**src/verilog/pclcr_pkg.sv**
```systemverilog
// register constants, types and field layout for the divider / reference-loss config slice
// assumes a 200 MHz system clock and a host on a three/four-wire serial port
// Functional notes
// - bidirectional mode: serial out pin off, data on data pin
// - unidirectional mode: serial out pin drives read data
// - unidirectional mode is the reset default
// - swallow count 0x04[5:0], main high 0x05[4:0]
// - main count low eight bits at 0x06
// - monitor runs only with 0x07[2]; default off
// - post-lock wait 3/6/12/24 phase detector cycles
// - soft reset restores all but 0x00; not self-clearing
// - status select 1010 outputs loss flag high
package pclcr_pkg;

    // ----------------------------------------------------------------
    // register map
    // ----------------------------------------------------------------
    localparam logic [12:0] SERIAL_PORT_CONFIG_OFS     = 13'h0000;
    localparam logic [12:0] SWALLOW_COUNT_OFS          = 13'h0004;
    localparam logic [12:0] MAIN_COUNT_HIGH_OFS        = 13'h0005;
    localparam logic [12:0] MAIN_COUNT_LOW_OFS         = 13'h0006;
    localparam logic [12:0] REFERENCE_LOSS_CONTROL_OFS = 13'h0007;

    // ----------------------------------------------------------------
    // field positions
    // ----------------------------------------------------------------
    localparam int SPC_SDO_INACTIVE_BIT = 7;
    localparam int SPC_LSB_FIRST_BIT    = 6;
    localparam int SPC_SOFT_RESET_BIT   = 5;
    localparam int SPC_LONG_INSTR_BIT   = 4;
    localparam int RLC_ENABLE_BIT       = 2;
    localparam int RLC_DELAY_LSB        = 5;
    localparam int INSTR_RW_BIT         = 15;

    // ----------------------------------------------------------------
    // reset values
    // ----------------------------------------------------------------
    localparam logic        SDO_INACTIVE_RST = 1'b0;
    localparam logic        LSB_FIRST_RST    = 1'b0;
    localparam logic        SOFT_RESET_RST   = 1'b0;
    localparam logic [5:0]  SWALLOW_RST      = 6'h00;
    localparam logic [12:0] MAIN_COUNT_RST   = 13'h0000;
    localparam logic        LOR_ENABLE_RST   = 1'b0;
    localparam logic [1:0]  LOR_DELAY_RST    = 2'h0;

    // ----------------------------------------------------------------
    // counts and codes
    // ----------------------------------------------------------------
    localparam logic [4:0] LOR_WAIT_CODE0 = 5'h03;
    localparam logic [4:0] LOR_WAIT_CODE1 = 5'h06;
    localparam logic [4:0] LOR_WAIT_CODE2 = 5'h0c;
    localparam logic [4:0] LOR_WAIT_CODE3 = 5'h18;
    localparam logic [3:0] INSTR_LAST_BIT = 4'hf;
    localparam logic [3:0] DATA_LAST_BIT  = 4'h7;
    localparam logic [3:0] STATUS_SEL_LOR = 4'ha;

    typedef enum logic [2:0] {
        PCLCR_IDLE  = 3'b001,
        PCLCR_INSTR = 3'b010,
        PCLCR_DATA  = 3'b100
    } pclcr_state_e;

    typedef struct packed {
        logic [5:0]  swallow_count;
        logic [12:0] main_count;
    } pclcr_divider_s;

    typedef struct packed {
        logic       enable;
        logic [1:0] delay_code;
    } pclcr_lor_cfg_s;

endpackage

```
**src/verilog/pclcr_regs.sv**
```systemverilog
// serial-port register slice: port config, feedback divider counts, reference-loss monitor
// assumes serial pins already synchronous to clk; sclk must stay at each level >= 2 clk cycles
`timescale 1ns/1ps
module pclcr_regs
    import pclcr_pkg::*;
(
    input  wire logic                     clk,
    input  wire logic                     rst,
    input  wire logic                     csb_n,
    input  wire logic                     sclk,
    input  wire logic                     sdio_in,
    output logic                          sdio_out,
    output logic                          sdio_oe,
    output logic                          serial_out_pin,
    output logic                          serial_out_pin_oe,
    input  wire logic                     phase_detector_tick,
    input  wire logic                     lock_detect,
    input  wire logic                     reference_missing,
    input  wire logic [3:0]               status_pin_select,
    output pclcr_pkg::pclcr_divider_s     divider,
    output pclcr_pkg::pclcr_lor_cfg_s     lor_cfg,
    output logic                          reference_loss_monitor,
    output logic                          status_pin
);
    import pclcr_pkg::*;

    // ----------------------------------------------------------------
    // state
    // ----------------------------------------------------------------
    pclcr_state_e   state_reg;
    logic           sclk_prev_reg;
    logic [3:0]     bit_cnt_reg;
    logic [14:0]    shift_reg;
    logic           read_reg;
    logic [12:0]    addr_reg;
    logic [7:0]     out_byte_reg;
    logic           sdo_inactive_reg;
    logic           lsb_first_reg;
    logic           soft_reset_reg;
    pclcr_divider_s divider_reg;
    pclcr_lor_cfg_s lor_cfg_reg;
    logic [4:0]     lor_cnt_reg;
    logic           lor_armed_reg;
    logic           lor_flag_reg;
    logic           status_pin_reg;
    logic           sdio_out_reg;
    logic           sdio_oe_reg;
    logic           sdo_out_reg;
    logic           sdo_oe_reg;

    logic           sclk_rise;
    logic           sclk_fall;
    logic [15:0]    instr_raw;
    logic [15:0]    instr_word;
    logic [7:0]     data_raw;
    logic [7:0]     data_byte;
    logic           instr_done;
    logic           byte_done;
    logic           wr_now;
    logic [12:0]    first_addr;
    logic [12:0]    next_addr;
    logic [4:0]     lor_wait;
    logic [2:0]     out_idx;

    function automatic logic [7:0] rev8(input logic [7:0] v);
        logic [7:0] r;
        r = '0;
        for (int i = 0; i < 8; i++) begin
            r[i] = v[7 - i];
        end
        return r;
    endfunction

    function automatic logic [15:0] rev16(input logic [15:0] v);
        logic [15:0] r;
        r = '0;
        for (int i = 0; i < 16; i++) begin
            r[i] = v[15 - i];
        end
        return r;
    endfunction

    // unmapped and unused locations read zero, long instruction reads one
    function automatic logic [7:0] read_mux(input logic [12:0] a);
        logic [7:0] d;
        d = 8'h00;
        unique case (a)
            SERIAL_PORT_CONFIG_OFS: begin
                d[SPC_SDO_INACTIVE_BIT] = sdo_inactive_reg;
                d[SPC_LSB_FIRST_BIT]    = lsb_first_reg;
                d[SPC_SOFT_RESET_BIT]   = soft_reset_reg;
                d[SPC_LONG_INSTR_BIT]   = 1'b1;
            end
            SWALLOW_COUNT_OFS:          d[5:0] = divider_reg.swallow_count;
            MAIN_COUNT_HIGH_OFS:        d[4:0] = divider_reg.main_count[12:8];
            MAIN_COUNT_LOW_OFS:         d      = divider_reg.main_count[7:0];
            REFERENCE_LOSS_CONTROL_OFS: begin
                d[RLC_ENABLE_BIT]              = lor_cfg_reg.enable;
                d[RLC_DELAY_LSB + 1 -: 2]      = lor_cfg_reg.delay_code;
            end
            default:                    d      = 8'h00;
        endcase
        return d;
    endfunction

    // ----------------------------------------------------------------
    // serial framing
    // ----------------------------------------------------------------
    assign sclk_rise  = sclk & ~sclk_prev_reg;
    assign sclk_fall  = ~sclk & sclk_prev_reg;
    assign instr_raw  = {shift_reg, sdio_in};
    assign instr_word = lsb_first_reg ? rev16(instr_raw) : instr_raw;
    assign data_raw   = {shift_reg[6:0], sdio_in};
    assign data_byte  = lsb_first_reg ? rev8(data_raw) : data_raw;
    assign instr_done = (state_reg == PCLCR_INSTR) && sclk_rise && (bit_cnt_reg == INSTR_LAST_BIT);
    assign byte_done  = (state_reg == PCLCR_DATA) && sclk_rise && (bit_cnt_reg == DATA_LAST_BIT);
    assign wr_now     = byte_done && !read_reg;
    assign first_addr = instr_word[12:0];
    // lsb-first frames walk upward, msb-first frames walk downward
    assign next_addr  = lsb_first_reg ? addr_reg + 13'h0001 : addr_reg - 13'h0001;
    assign out_idx    = lsb_first_reg ? bit_cnt_reg[2:0] : 3'h7 - bit_cnt_reg[2:0];

    always_ff @(posedge clk or posedge rst) begin
        if (rst) begin
            sclk_prev_reg <= 1'b0;
        end else begin
            sclk_prev_reg <= sclk;
        end
    end

    always_ff @(posedge clk or posedge rst) begin
        if (rst) begin
            state_reg    <= PCLCR_IDLE;
            bit_cnt_reg  <= 4'h0;
            shift_reg    <= 15'h0000;
            read_reg     <= 1'b0;
            addr_reg     <= 13'h0000;
            out_byte_reg <= 8'h00;
        end else if (csb_n) begin
            state_reg   <= PCLCR_IDLE;
            bit_cnt_reg <= 4'h0;
        end else begin
            unique case (state_reg)
                PCLCR_IDLE: begin
                    state_reg   <= PCLCR_INSTR;
                    bit_cnt_reg <= 4'h0;
                end
                PCLCR_INSTR: begin
                    if (sclk_rise) begin
                        shift_reg   <= instr_raw[14:0];
                        bit_cnt_reg <= bit_cnt_reg + 4'h1;
                    end
                    if (instr_done) begin
                        state_reg    <= PCLCR_DATA;
                        bit_cnt_reg  <= 4'h0;
                        read_reg     <= instr_word[INSTR_RW_BIT];
                        addr_reg     <= first_addr;
                        out_byte_reg <= read_mux(first_addr);
                    end
                end
                PCLCR_DATA: begin
                    if (sclk_rise) begin
                        shift_reg   <= instr_raw[14:0];
                        bit_cnt_reg <= byte_done ? 4'h0 : bit_cnt_reg + 4'h1;
                    end
                    // streaming: keep walking until chip select rises
                    if (byte_done) begin
                        addr_reg     <= next_addr;
                        out_byte_reg <= read_mux(next_addr);
                    end
                end
            endcase
        end
    end

    // ----------------------------------------------------------------
    // output pins
    // ----------------------------------------------------------------
    always_ff @(posedge clk or posedge rst) begin
        if (rst) begin
            sdio_out_reg <= 1'b0;
            sdio_oe_reg  <= 1'b0;
            sdo_out_reg  <= 1'b0;
            sdo_oe_reg   <= 1'b1;
        end else begin
            sdo_oe_reg <= ~sdo_inactive_reg;
            if (csb_n || state_reg != PCLCR_DATA || !read_reg) begin
                sdio_oe_reg <= 1'b0;
            end else if (sclk_fall) begin
                sdio_out_reg <= out_byte_reg[out_idx];
                sdo_out_reg  <= out_byte_reg[out_idx];
                sdio_oe_reg  <= sdo_inactive_reg;
            end
        end
    end

    // ----------------------------------------------------------------
    // registers
    // ----------------------------------------------------------------
    // address 0x00 is untouched by soft reset so the host can release it
    always_ff @(posedge clk or posedge rst) begin
        if (rst) begin
            sdo_inactive_reg <= SDO_INACTIVE_RST;
            lsb_first_reg    <= LSB_FIRST_RST;
            soft_reset_reg   <= SOFT_RESET_RST;
        end else if (wr_now && addr_reg == SERIAL_PORT_CONFIG_OFS) begin
            sdo_inactive_reg <= data_byte[SPC_SDO_INACTIVE_BIT];
            lsb_first_reg    <= data_byte[SPC_LSB_FIRST_BIT];
            soft_reset_reg   <= data_byte[SPC_SOFT_RESET_BIT];
        end
    end

    always_ff @(posedge clk or posedge rst) begin
        if (rst) begin
            divider_reg.swallow_count <= SWALLOW_RST;
            divider_reg.main_count    <= MAIN_COUNT_RST;
            lor_cfg_reg.enable        <= LOR_ENABLE_RST;
            lor_cfg_reg.delay_code    <= LOR_DELAY_RST;
        end else if (soft_reset_reg) begin
            divider_reg.swallow_count <= SWALLOW_RST;
            divider_reg.main_count    <= MAIN_COUNT_RST;
            lor_cfg_reg.enable        <= LOR_ENABLE_RST;
            lor_cfg_reg.delay_code    <= LOR_DELAY_RST;
        end else if (wr_now) begin
            // unused bits and addresses are dropped
            unique case (addr_reg)
                SWALLOW_COUNT_OFS:   divider_reg.swallow_count <= data_byte[5:0];
                MAIN_COUNT_HIGH_OFS: divider_reg.main_count[12:8] <= data_byte[4:0];
                MAIN_COUNT_LOW_OFS:  divider_reg.main_count[7:0] <= data_byte;
                REFERENCE_LOSS_CONTROL_OFS: begin
                    lor_cfg_reg.enable     <= data_byte[RLC_ENABLE_BIT];
                    lor_cfg_reg.delay_code <= data_byte[RLC_DELAY_LSB + 1 -: 2];
                end
                default: ;
            endcase
        end
    end

    // ----------------------------------------------------------------
    // reference-loss monitor
    // ----------------------------------------------------------------
    always_comb begin
        unique case (lor_cfg_reg.delay_code)
            2'h0: lor_wait = LOR_WAIT_CODE0;
            2'h1: lor_wait = LOR_WAIT_CODE1;
            2'h2: lor_wait = LOR_WAIT_CODE2;
            2'h3: lor_wait = LOR_WAIT_CODE3;
        endcase
    end

    // a lost lock restarts the wait so a relock does not flag early
    always_ff @(posedge clk or posedge rst) begin
        if (rst) begin
            lor_cnt_reg   <= 5'h00;
            lor_armed_reg <= 1'b0;
        end else if (!lor_cfg_reg.enable || !lock_detect || soft_reset_reg) begin
            lor_cnt_reg   <= 5'h00;
            lor_armed_reg <= 1'b0;
        end else if (phase_detector_tick && !lor_armed_reg) begin
            lor_cnt_reg <= lor_cnt_reg + 5'h01;
            if (lor_cnt_reg + 5'h01 == lor_wait) begin
                lor_armed_reg <= 1'b1;
            end
        end
    end

    // flag is sticky until the monitor is switched off
    always_ff @(posedge clk or posedge rst) begin
        if (rst) begin
            lor_flag_reg <= 1'b0;
        end else if (!lor_cfg_reg.enable || soft_reset_reg) begin
            lor_flag_reg <= 1'b0;
        end else if (lor_armed_reg && phase_detector_tick && reference_missing) begin
            lor_flag_reg <= 1'b1;
        end
    end

    always_ff @(posedge clk or posedge rst) begin
        if (rst) begin
            status_pin_reg <= 1'b0;
        end else begin
            status_pin_reg <= (status_pin_select == STATUS_SEL_LOR) && lor_flag_reg;
        end
    end

    assign sdio_out               = sdio_out_reg;
    assign sdio_oe                = sdio_oe_reg;
    assign serial_out_pin         = sdo_out_reg;
    assign serial_out_pin_oe      = sdo_oe_reg;
    assign divider                = divider_reg;
    assign lor_cfg                = lor_cfg_reg;
    assign reference_loss_monitor = lor_flag_reg;
    assign status_pin             = status_pin_reg;

    // ----------------------------------------------------------------
    // checks
    // ----------------------------------------------------------------
    a_pin_exclusive: assert property (@(posedge clk) disable iff (rst)
        sdio_oe |-> !serial_out_pin_oe)
        else $error("data pin and serial out pin driven together");

    a_sdo_default: assert property (@(posedge clk) disable iff (rst)
        $past(rst) |-> serial_out_pin_oe && !sdio_oe)
        else $error("serial out pin not active after reset");

    a_swallow_write: assert property (@(posedge clk) disable iff (rst)
        (wr_now && addr_reg == SWALLOW_COUNT_OFS && !soft_reset_reg)
        |=> divider.swallow_count == $past(data_byte[5:0]))
        else $error("swallow count write lost");

    a_main_split: assert property (@(posedge clk) disable iff (rst)
        (wr_now && addr_reg == MAIN_COUNT_HIGH_OFS && !soft_reset_reg)
        |=> divider.main_count[12:8] == $past(data_byte[4:0])
            && divider.main_count[7:0] == $past(divider.main_count[7:0]))
        else $error("main count high write wrong");

    a_lor_off: assert property (@(posedge clk) disable iff (rst)
        !lor_cfg.enable |=> !reference_loss_monitor ##1 !reference_loss_monitor || lor_cfg.enable)
        else $error("loss flag while monitor disabled");

    a_lor_wait: assert property (@(posedge clk) disable iff (rst)
        $rose(lor_armed_reg) |-> $past(lor_cnt_reg) + 5'h01 == $past(lor_wait))
        else $error("monitor armed after wrong wait");

    a_soft_reset: assert property (@(posedge clk) disable iff (rst)
        soft_reset_reg |=> divider.swallow_count == SWALLOW_RST
            && divider.main_count == MAIN_COUNT_RST && !lor_cfg.enable)
        else $error("soft reset left a register set");

    a_status_lor: assert property (@(posedge clk) disable iff (rst)
        (status_pin_select == STATUS_SEL_LOR) |=> status_pin == $past(reference_loss_monitor))
        else $error("status pin does not follow loss flag");

    a_flag_sticky: assert property (@(posedge clk) disable iff (rst)
        (reference_loss_monitor && lor_cfg.enable && !soft_reset_reg) |=> reference_loss_monitor)
        else $error("loss flag dropped while enabled");

endmodule
```
**config.mk**
```make
export PLATFORM = sky130hd
export DESIGN_NAME = pclcr_regs
export DESIGN_NICKNAME = d
export VERILOG_FILES = /design/src/verilog/pclcr_pkg.sv /design/src/verilog/pclcr_regs.sv
export SDC_FILE = /design/constraint.sdc
export NUM_CORES = 1
export LEC_CHECK = 0
export BUFFER_PORTS_ARGS = -buffer_cell sky130_fd_sc_hd__buf_2
export CAP_MARGIN = 0
export CORE_MARGIN = 2
export CORE_UTILIZATION = 55
export CTS_BUF_LIST = sky130_fd_sc_hd__clkbuf_4 sky130_fd_sc_hd__clkbuf_8
export DETAILED_ROUTE_END_ITERATION = 6
export GPL_TIMING_DRIVEN = 0
export PLACE_DENSITY = 0.82
export SYNTH_ARGS = -nofsm -noshare
export SYNTH_HDL_FRONTEND = slang
export SYNTH_SLANG_ARGS = --single-unit
export TNS_END_PERCENT = 10
```
**constraint.sdc**
```tcl
create_clock -name clk -period 8.2 [get_ports clk]
set_input_delay 2.05 -clock clk [delete_from_list [all_inputs] [get_ports clk]]
set_output_delay 2.05 -clock clk [all_outputs]
set_load 0.02 [all_outputs]
```
* Word-level counts from Yosys, hierarchy flattened *
Cells that the tools add are included.

word-level totals
  register bits after elaboration = 81
  word-level logic and storage cells = 162

operators by class
  reductions and logical operators = 46
  order comparisons = 1
  eq/ne operators = 28
  bitwise operators = 7
  $add $sub $neg = 5
  muxes and demuxes = 53

operator list
  cell                                                                   count
  13-bit by 3-bit == test with 1-bit output (second input constant)      12
  13-bit logical NOT                                                     3
  13-bit two-way mux                                                     3
  19-bit two-way mux                                                     2
  8-bit two-way mux                                                      4
  13-bit one-hot mux with 2 select lines                                 1
  1-bit one-hot mux with 4 select lines                                  6
  4-bit two-way mux                                                      5
  5-bit one-hot mux with 4 select lines                                  1
  2-bit nonzero test                                                     10
  3-bit two-way mux                                                      6
  16-bit two-way mux                                                     1
  8-bit one-hot mux with 2 select lines                                  1
  2-bit AND reduction                                                    8
  5-bit two-way mux                                                      3
  13-bit by 1-bit adder with 13-bit output (second input constant)       1
  13-bit by 1-bit subtractor with 13-bit output (second input constant)  1
  1-bit one-hot mux with 3 select lines                                  4
  2-bit one-hot mux with 3 select lines                                  2
  4-bit one-hot mux with 3 select lines                                  1
  1-bit logical AND                                                      10
  3-bit != test (second input constant)                                  3
  4-bit == test (second input constant)                                  2
  1-bit two-way mux                                                      8
  26 further kinds                                                       42

* Depth between registers and ports, before layout *
Gate-level depths: netlist of run 1.

  word-level depth = 8
  depth in mapped cells = 10
  gate-level depth less buffers = 9

* Least setup slack after synthesis of run 1 *
Ideal clock, no wire load.

  kind = in2reg
  from = in sclk
  to = reg divider_reg (netlist bit divider[1])
  library setup time = 132 ps
  required time = 8,068 ps
  setup slack = 4,725 ps
  cell stages on the path = 8
  arrival time = 3,343 ps
  path through = nand4b_1 > or2_2 > clkbuf_1 > nor4_4 > and3_1 > buf_6 > mux2i_1 > nor2_1

on the way
  word-level cells in the longest chain between the ends = 6

ends and longest elaborated chain
  what                                  line               text
  start, declared                       pclcr_regs.sv:10   input wire logic sclk,
  1-bit bitwise AND                     pclcr_regs.sv:109  assign sclk_rise = sclk & ~sclk_prev_reg;
  1-bit logical AND (2 in series)       pclcr_regs.sv:116  assign byte_done = (state_reg == PCLCR_DATA) && sclk_rise && (bit_cnt_reg == DATA_LAST_BIT);
  1-bit logical AND                     pclcr_regs.sv:117  assign wr_now = byte_done && !read_reg;
  2-bit nonzero test (no source line)   -
  2-bit AND reduction (no source line)  -
  end, declared                         pclcr_regs.sv:40   pclcr_divider_s divider_reg;

No other way between the ends.
A chain may end at the register's enable or synchronous reset.

* Worst setup path in the final report of run 1 *
  from = reg lsb_first_reg
  to = reg out_byte_reg[1]

on the way
  word-level cells in the longest chain between the ends = 5
  elaborated cells between the ends (all ways) = 13

ends and longest elaborated chain
  what                                                             line                                  text
  start, declared                                                  pclcr_regs.sv:38                      logic lsb_first_reg;
  start signal, assigned                                           pclcr_regs.sv:208                     lsb_first_reg <= data_byte[SPC_LSB_FIRST_BIT];
  13-bit two-way mux / 16-bit two-way mux (equally long branches)  pclcr_regs.sv:120, pclcr_regs.sv:112
  13-bit by 3-bit == test with 1-bit output                        pclcr_regs.sv:87                      unique case (a)
  2-bit one-hot mux with 3 select lines                            pclcr_regs.sv:87
  8-bit two-way mux, on equally long branches                      pclcr_regs.sv:167, pclcr_regs.sv:153
  8-bit one-hot mux with 2 select lines *                          pclcr_regs.sv:143                     unique case (state_reg)
  end signal, assigned                                             pclcr_regs.sv:158                     out_byte_reg <= read_mux(first_addr);
  end signal, assigned                                             pclcr_regs.sv:169                     out_byte_reg <= read_mux(next_addr);
  end, declared                                                    pclcr_regs.sv:36                      logic [7:0] out_byte_reg;

Mark *: on every way between the ends. The rest lies on a longest branch, timed or not. The select of a mux whose other input is x is not followed.

==> flow_metrics.env, run 1 <==
export IMPL_vias=4619
export IMPL_numCtsBuffers=9
export IMPL_initialDrtViolationCount=494
export IMPL_overflow=0
export IMPL_grt_pass1_wl_um=21600
export IMPL_die_y_um=101
export IMPL_synth_cells=557
export IMPL_ios=40
export IMPL_clock_skew_ns=0.0116
export IMPL_ys_types=59
export IMPL_setup_violations_final=0
export IMPL_clock_fmax_mhz=245
export IMPL_power_switching_uw=188
export IMPL_cp_required_ns=8.44
export IMPL_coreArea_um2=9150
export IMPL_ys_ff_latch=81
export IMPL_synth_top_family_by_area="simple AND/OR/NAND/NOR gates"
export IMPL_grt_busiest_layer="met2"
export IMPL_place_port_buffers=39
export IMPL_fin_nets=643
export IMPL_slew_headroom_pct=19.8
export IMPL_cts_tree="yes"
export IMPL_power_density_nw_per_um2=132
export IMPL_largest_register_ffs=19
export IMPL_grt_use_met2_pct=43.7
export IMPL_postRouteAntennaNets=0
export IMPL_insertion_delay_ns=0.36
export IMPL_yosys_warnings=0
export IMPL_postCtsSetupBuffers=0
export IMPL_first_pass_iters=6
export IMPL_ys_flop_type="dfrtp_1"
export IMPL_synthMuxAreaShare_pct=12.8
export IMPL_first_global_vias=4321
export IMPL_cap_violations=0
export IMPL_p_sw_share_pct=24.8
export IMPL_synth_edf_count=0
export IMPL_dp_hpwl_um=9590
export IMPL_endpoint_kind="flip-flop"
export IMPL_syn_cell_area_um2=5160
export IMPL_die_area_um2=10200
export IMPL_drc_errors=0
export IMPL_path_buf_inv=2
export IMPL_start_util_pct=56.3
export IMPL_clockBufferDepth=2
export IMPL_async_reset_ff_share_pct=100
export IMPL_finalCriticalPeriod_ns=4.08
export IMPL_rsz0062_at_grt="false"
export IMPL_crit_slowest_cell="ha_1"
export IMPL_yosysSeqAreaShare_pct=39.3
export IMPL_cts_clk_slew_worst_paths_ns=0.08
export IMPL_p_int_uw=568
export IMPL_htree_levels=3
export IMPL_power_frac_comb_pct=6.3
export IMPL_hp_class="reg -> reg"
export IMPL_critPathArrivalTime_ns=4.32
export IMPL_cp_max_fo=20
export IMPL_antenna_found_initial=0
export IMPL_p_seq_share_pct=54.0
export IMPL_grt_usage_pct=27.0
export IMPL_routed_wl_um=13100
export IMPL_outcome="finished clean"
export IMPL_synth_xor_area_share_pct=3.74
export IMPL_slew_violations=0
export IMPL_cts_root_buf="clkbuf_8"
export IMPL_crit_path_max_incr_delay_ns=0.61
export IMPL_n_antenna_cell=0
export IMPL_cts_resized=0
export IMPL_grt_start_max_net_pins=48
export IMPL_gr_usage_met1_pct=36.7
export IMPL_yosys_area_top_type="dfrtp_1"
export IMPL_synth_compound_area_share_pct=16.4
export IMPL_rows=35
export IMPL_avgSynthCellArea_um2=9.26
export IMPL_netlist_top_cells_area="dfrtp_1 38%, mux2i_1 7.4%, ha_1 5.3%"
export IMPL_netlist_area_leader_share_pct=38.3
export IMPL_clkSinkCount=81
export IMPL_drive_above_1_share_pct=15.7
export IMPL_power_frac_clock_pct=39.8
export IMPL_final_min_period_over_clock_period_pct=49.7
export IMPL_cts_hold_buf=0
export IMPL_worstSetupPathType="reg -> reg"
export IMPL_worst_setup_path_start_kind="flip-flop"
export IMPL_tightest_slew_ns=1.19
export IMPL_whs_ns=0.505
export IMPL_synth_nets=592
export IMPL_wl_per_cell_um=18.1
export IMPL_area_delta_synth_final_pct=11.0
export IMPL_met3_usage_pct=4.92
export IMPL_place_gp_congestion=0.959
export IMPL_synthAdderAreaFrac_pct=5.73
export IMPL_cp_cell_sequence="buf_2, clkinv_1, ha_1, a211oi_1, o211ai_1, nand4_1, o311ai_0, nor4_2, nand3_1, o41ai_1"
export IMPL_tns_ns=0
export IMPL_synthSimpleGateAreaFrac_pct=18.6
export IMPL_cp_top_family="compound AO/OA/AOI/OAI gates"
export IMPL_p_leak_uw=0.00277
export IMPL_final_hold_viol_count=0
export IMPL_die_w_um=101
export IMPL_routed_via_density=6.38
export IMPL_ir_worst_vdd_v=0.000151
## synth_stat cells, types with 7 or more instances
master and instances:
dfrtp_1 79, nor2_1 61, nand2_1 55, o21ai_0 42, mux2i_1 38, a21oi_1 23, mux2_2 23, ha_1 22
clkbuf_1 19, nand3_1 14, inv_1 13, nor3_1 13, xor2_1 12, xnor2_1 10, a22oi_1 8, a211oi_1 7
and3_1 7, nand2b_1 7, nor2b_1 7
## final timing paths
path	cells past startpoint	start	slack, ns	to
max	10	lsb_first_reg	4.12	out_byte_reg[1]
max in group asynchronous	3	rst	5.85	serial_out_pin_oe
max reg2reg	10	lsb_first_reg	4.12	out_byte_reg[1]
min in group asynchronous	2	rst	1.71	lor_cnt_reg[2]
min reg2reg	2	serial_out_pin	0.51	serial_out_pin
min	2	serial_out_pin	0.51	serial_out_pin
## power by group through the flow
| stage | Combinational [uW] | Clock [uW] | Sequential [uW] |
|---|---|---|---|
| after floorplan | 31.9 | 0 | 414 |
| after global placement | 43.4 | 0 | 415 |
| after detailed placement | 46.8 | 0 | 416 |
| after CTS | 47.3 | 308 | 408 |
| after global routing | 52.7 | 322 | 409 |
| final | 47.3 | 301 | 408 |
## worst min-delay path: cells and delay by family, from the launching register on
kind / cells / cell delay (ns)
flip-flops: 1 / 0.36
AO/OA/AOI/OAI: 1 / 0.06
AND/OR/NAND/NOR: 1 / 0.05
## per-layer routing
metal,wire (um),vias up
met2,6180,211
met4,346,0
met5,0,-
met3,942,34
li1,-,2131
met1,5620,2243
## placed cells by master, fill, tap and decap left out, types with 19 or more instances in the layout
master,instances
nand2_1,55
dfrtp_1,79
mux2i_1,38
nor2_1,61
mux2_2,23
buf_2,43
clkbuf_1,19
a21oi_1,23
ha_1,22
o21ai_0,42
## layout make-up
type,instances,area [um2]
clock inverter,6,67.6
sequential,81,2030
inverter,14,55.1
fill,734,3430
buffer,27,118
timing repair buffer,40,223
multi-input combinational,435,2960
clock buffer,10,138
tap,111,139
## metrics by stage
stage	std cells	utilization (%)	area [um2]	total power, uW	worst slack [ns]
after global placement	707	60.0	5490	459	3.22
after floorplan	557	-	5160	446	4.07
after global routing	724	62.6	5730	783	3.92
after CTS	724	62.6	5730	763	4.22
after detailed placement	708	60.3	5520	462	4.20
final	724	62.6	5730	756	4.12
## kinds of logic (layout without fill, tap and decap cells)
group	Yosys count	in the layout
AND/OR/NAND/NOR	198	198
AO/OA/AOI/OAI	130	130
flip-flops	81	81
multiplexers	62	62
buffers and inverters	41	97
adder cells (fa/ha/maj)	23	23
XOR/XNOR	22	22
(Power assumes the default switching activity.)
==> inputs of run 2 (changes only) <==
- ABC_AREA: not set -> 1
- PLACE_DENSITY: 0.82 -> 0.85
- clock period: 8.2 -> 3.5 ns (I/O delays scaled with it)
==> flow_metrics.env, run 2 <==
export IMPL_synth_nets=808
export IMPL_finalCriticalPeriod_ns=2.89
export IMPL_dp_hpwl_um=11100
export IMPL_cp_max_fo=21
export IMPL_hp_class="in -> async"
export IMPL_timing_rr_end="out_byte_reg[2]"
export IMPL_synth_edf_count=0
export IMPL_die_area_um2=11100
export IMPL_ys_types=51
export IMPL_synth_most_common_cell="nand2_1"
export IMPL_synth_top_family_by_area="simple AND/OR/NAND/NOR gates"
export IMPL_cts_tree="yes"
export IMPL_synth_common_cells="194 x nand2_1, 97 x inv_1, 79 x dfrtp_1, 59 x o21ai_0, 56 x nor2_1"
export IMPL_clockBufferDepth=2
export IMPL_fin_cells=962
export IMPL_outcome="finished clean"
export IMPL_drive_above_1_share_pct=15.8
export IMPL_antenna_found_initial=0
export IMPL_clkSinkCount=81
export IMPL_n_antenna_cell=0
export IMPL_power_frac_comb_pct=26.4
export IMPL_avgSynthCellArea_um2=7.28
export IMPL_die_w_um=105
export IMPL_fin_nets=859
export IMPL_ios=40
export IMPL_routed_wl_um=14400
export IMPL_dp_cells=946
export IMPL_cp_required_ns=3.79
export IMPL_die_y_um=105
export IMPL_synthAdderAreaFrac_pct=5.24
export IMPL_ir_worst_vdd_v=0.000286
export IMPL_ys_ff_latch=81
export IMPL_clock_skew_ns=0.0171
export IMPL_critPathArrivalTime_ns=3.18
export IMPL_design_area_um2=6230
export IMPL_numCtsBuffers=9
export IMPL_synth_cells=773
export IMPL_grt_pass1_wl_um=24000
export IMPL_synth_xor_area_share_pct=2.33
export IMPL_coreArea_um2=9860
export IMPL_placed_area_um2=6020
export IMPL_worstSetupPathType="reg -> reg"
export IMPL_postCtsSetupBuffers=0
export IMPL_power_switching_uw=972
export IMPL_async_reset_ff_share_pct=100
export IMPL_yosys_warnings=0
export IMPL_setup_slack_ns=0.613
export IMPL_fillers=884
export IMPL_start_util_pct=57.1
export IMPL_endpoint_kind="flip-flop"
export IMPL_netlist_top_cells_area="dfrtp_1 35%, nand2_1 13%, inv_1 6.5%"
export IMPL_drc_errors=0
export IMPL_wl_per_cell_um=15.0
export IMPL_layout_commonest_cell="nand2_1"
export IMPL_slew_headroom_pct=42.7
export IMPL_cts_hold_buf=0
export IMPL_final_min_period_over_clock_period_pct=82.5
export IMPL_place_gp_congestion=0.996
export IMPL_power_density_nw_per_um2=409
export IMPL_synthMuxAreaShare_pct=0.400
export IMPL_clock_fmax_mhz=346
export IMPL_cap_violations=0
export IMPL_r2r_cells=14
export IMPL_p_int_uw=1580
export IMPL_p_seq_share_pct=44.1
export IMPL_rows=36
export IMPL_place_port_buffers=39
export IMPL_cts_resized=0
export IMPL_vias=5407
export IMPL_rsz0062_at_grt="false"
export IMPL_largest_register_ffs=19
export IMPL_reg2reg_slack_ns=0.61
export IMPL_synthSimpleGateAreaFrac_pct=32.1
export IMPL_grt_start_max_net_pins=62
export IMPL_yosys_area_top_type="dfrtp_1"
export IMPL_insertion_delay_ns=0.37
export IMPL_initialDrtViolationCount=431
export IMPL_place_ws_ns=0.699
export IMPL_htree_levels=3
export IMPL_worst_setup_path_start_kind="flip-flop"
export IMPL_cts_clk_slew_worst_paths_ns=0.10
export IMPL_synth_compound_area_share_pct=14.1
export IMPL_first_pass_iters=6
export IMPL_tns_ns=0
export IMPL_first_global_vias=4957
export IMPL_p_leak_uw=0.00312
export IMPL_tightest_slew_ns=0.848
export IMPL_setup_violations_final=0
export IMPL_postRouteAntennaNets=0
export IMPL_routed_via_density=5.62
export IMPL_power_frac_clock_pct=29.4
export IMPL_overflow=0
export IMPL_grt_usage_pct=26.9
export IMPL_p_sw_share_pct=38.1
export IMPL_syn_cell_area_um2=5630
export IMPL_area_delta_synth_final_pct=10.6
export IMPL_ys_flop_type="dfrtp_1"
export IMPL_r2r_start="lsb_first_reg"
export IMPL_slew_violations=0
export IMPL_cts_root_buf="clkbuf_8"
export IMPL_final_cell_mix="194 x nand2_1, 96 x inv_1, 79 x dfrtp_1"
export IMPL_netlist_area_leader_share_pct=35.1
export IMPL_yosysSeqAreaShare_pct=36.0
export IMPL_final_hold_viol_count=0
export IMPL_final_util_pct=63.1
[run 2: cell types whose count changed after synthesis, moves of 8 or more]
cell,previous run,this run
a22oi_1,8,0
clkbuf_1,19,8
inv_1,13,97
inv_2,0,14
mux2_2,23,2
mux2i_1,38,0
nand2_1,55,194
nand2_2,0,13
nand3_1,14,52
nand4_1,6,24
nor3_2,0,8
o21ai_0,42,59
o21ai_1,0,23
xnor2_1,10,1
[run 2: logic make-up after synthesis]
family | count (synthesis)
and+or+nand+nor | 381
buffers and inverters | 131
DFF | 81
muxes | 2
xor gates and xnor gates | 12
AOI/OAI and AO/OA | 143
adders and majority gates | 23
[run 2: through the flow]
stage                     power [uW]  hold slack (ns)
final                           2550            0.446
after global routing            2670            0.472
after CTS                       2520            0.456
after detailed placement        1790            0.465
after global placement          1780            0.463
after floorplan                 1610            0.419
[run 2: power by group through the flow]
stage | clock (uW) | sequential (uW) | combinational [uW]
5_1_grt | 779 | 1140 | 752
3_5_place_dp | 0 | 1140 | 653
2_1_floorplan | 0 | 1120 | 493
3_3_place_gp | 0 | 1140 | 639
4_1_cts | 742 | 1120 | 657
6_report | 750 | 1130 | 674
[run 2: critical path: stages (launching register included)]
cell	delay, ns
dfrtp_1	0.45
inv_2	0.09
buf_6	0.21
ha_1	0.27
buf_6	0.14
or2_4	0.25
nand3_2	0.09
nand3_1	0.09
nand2_2	0.13
nand2_4	0.09
nor3_1	0.48
nand4_1	0.15
nand2_1	0.11
o21ai_1	0.08
a21oi_1	0.17
[run 2: routing by layer]
layer / global-route usage, % / vias to the layer above / part of all wire, %
li1: - / 2656 / -
met1: 36.4 / 2463 / 44
met2: 42.7 / 249 / 45
met3: 5.49 / 39 / 8.3
met4: 9.81 / 0 / 2.6
met5: 0 / - / 0
[run 2: cell type report]
class                      instances  area (um2)  share of cell area (%)
multi-input combinational        561        3050                    49.0
clock inverter                     7        82.6                    1.33
clock buffer                       9         124                    1.99
timing repair buffer              40         223                    3.58
buffer                            20         133                    2.13
tap                              133         166                    2.67
sequential                        81        2030                    32.6
inverter                         111         419                    6.73
[run 2: worst max-delay path by stage]
| stage | start | to | slack [ns] | cells past startpoint |
|---|---|---|---|---|
| after floorplan | rst | addr_reg[0] | 0.55 | 1 |
| after global placement | rst | addr_reg[8] | -0.34 | 2 |
| after detailed placement | sclk | divider[7] | 0.70 | 15 |
| after CTS | lsb_first_reg | out_byte_reg[2] | 0.69 | 14 |
| after global routing | lsb_first_reg | out_byte_reg[3] | 0.41 | 18 |
| final | lsb_first_reg | out_byte_reg[2] | 0.61 | 14 |
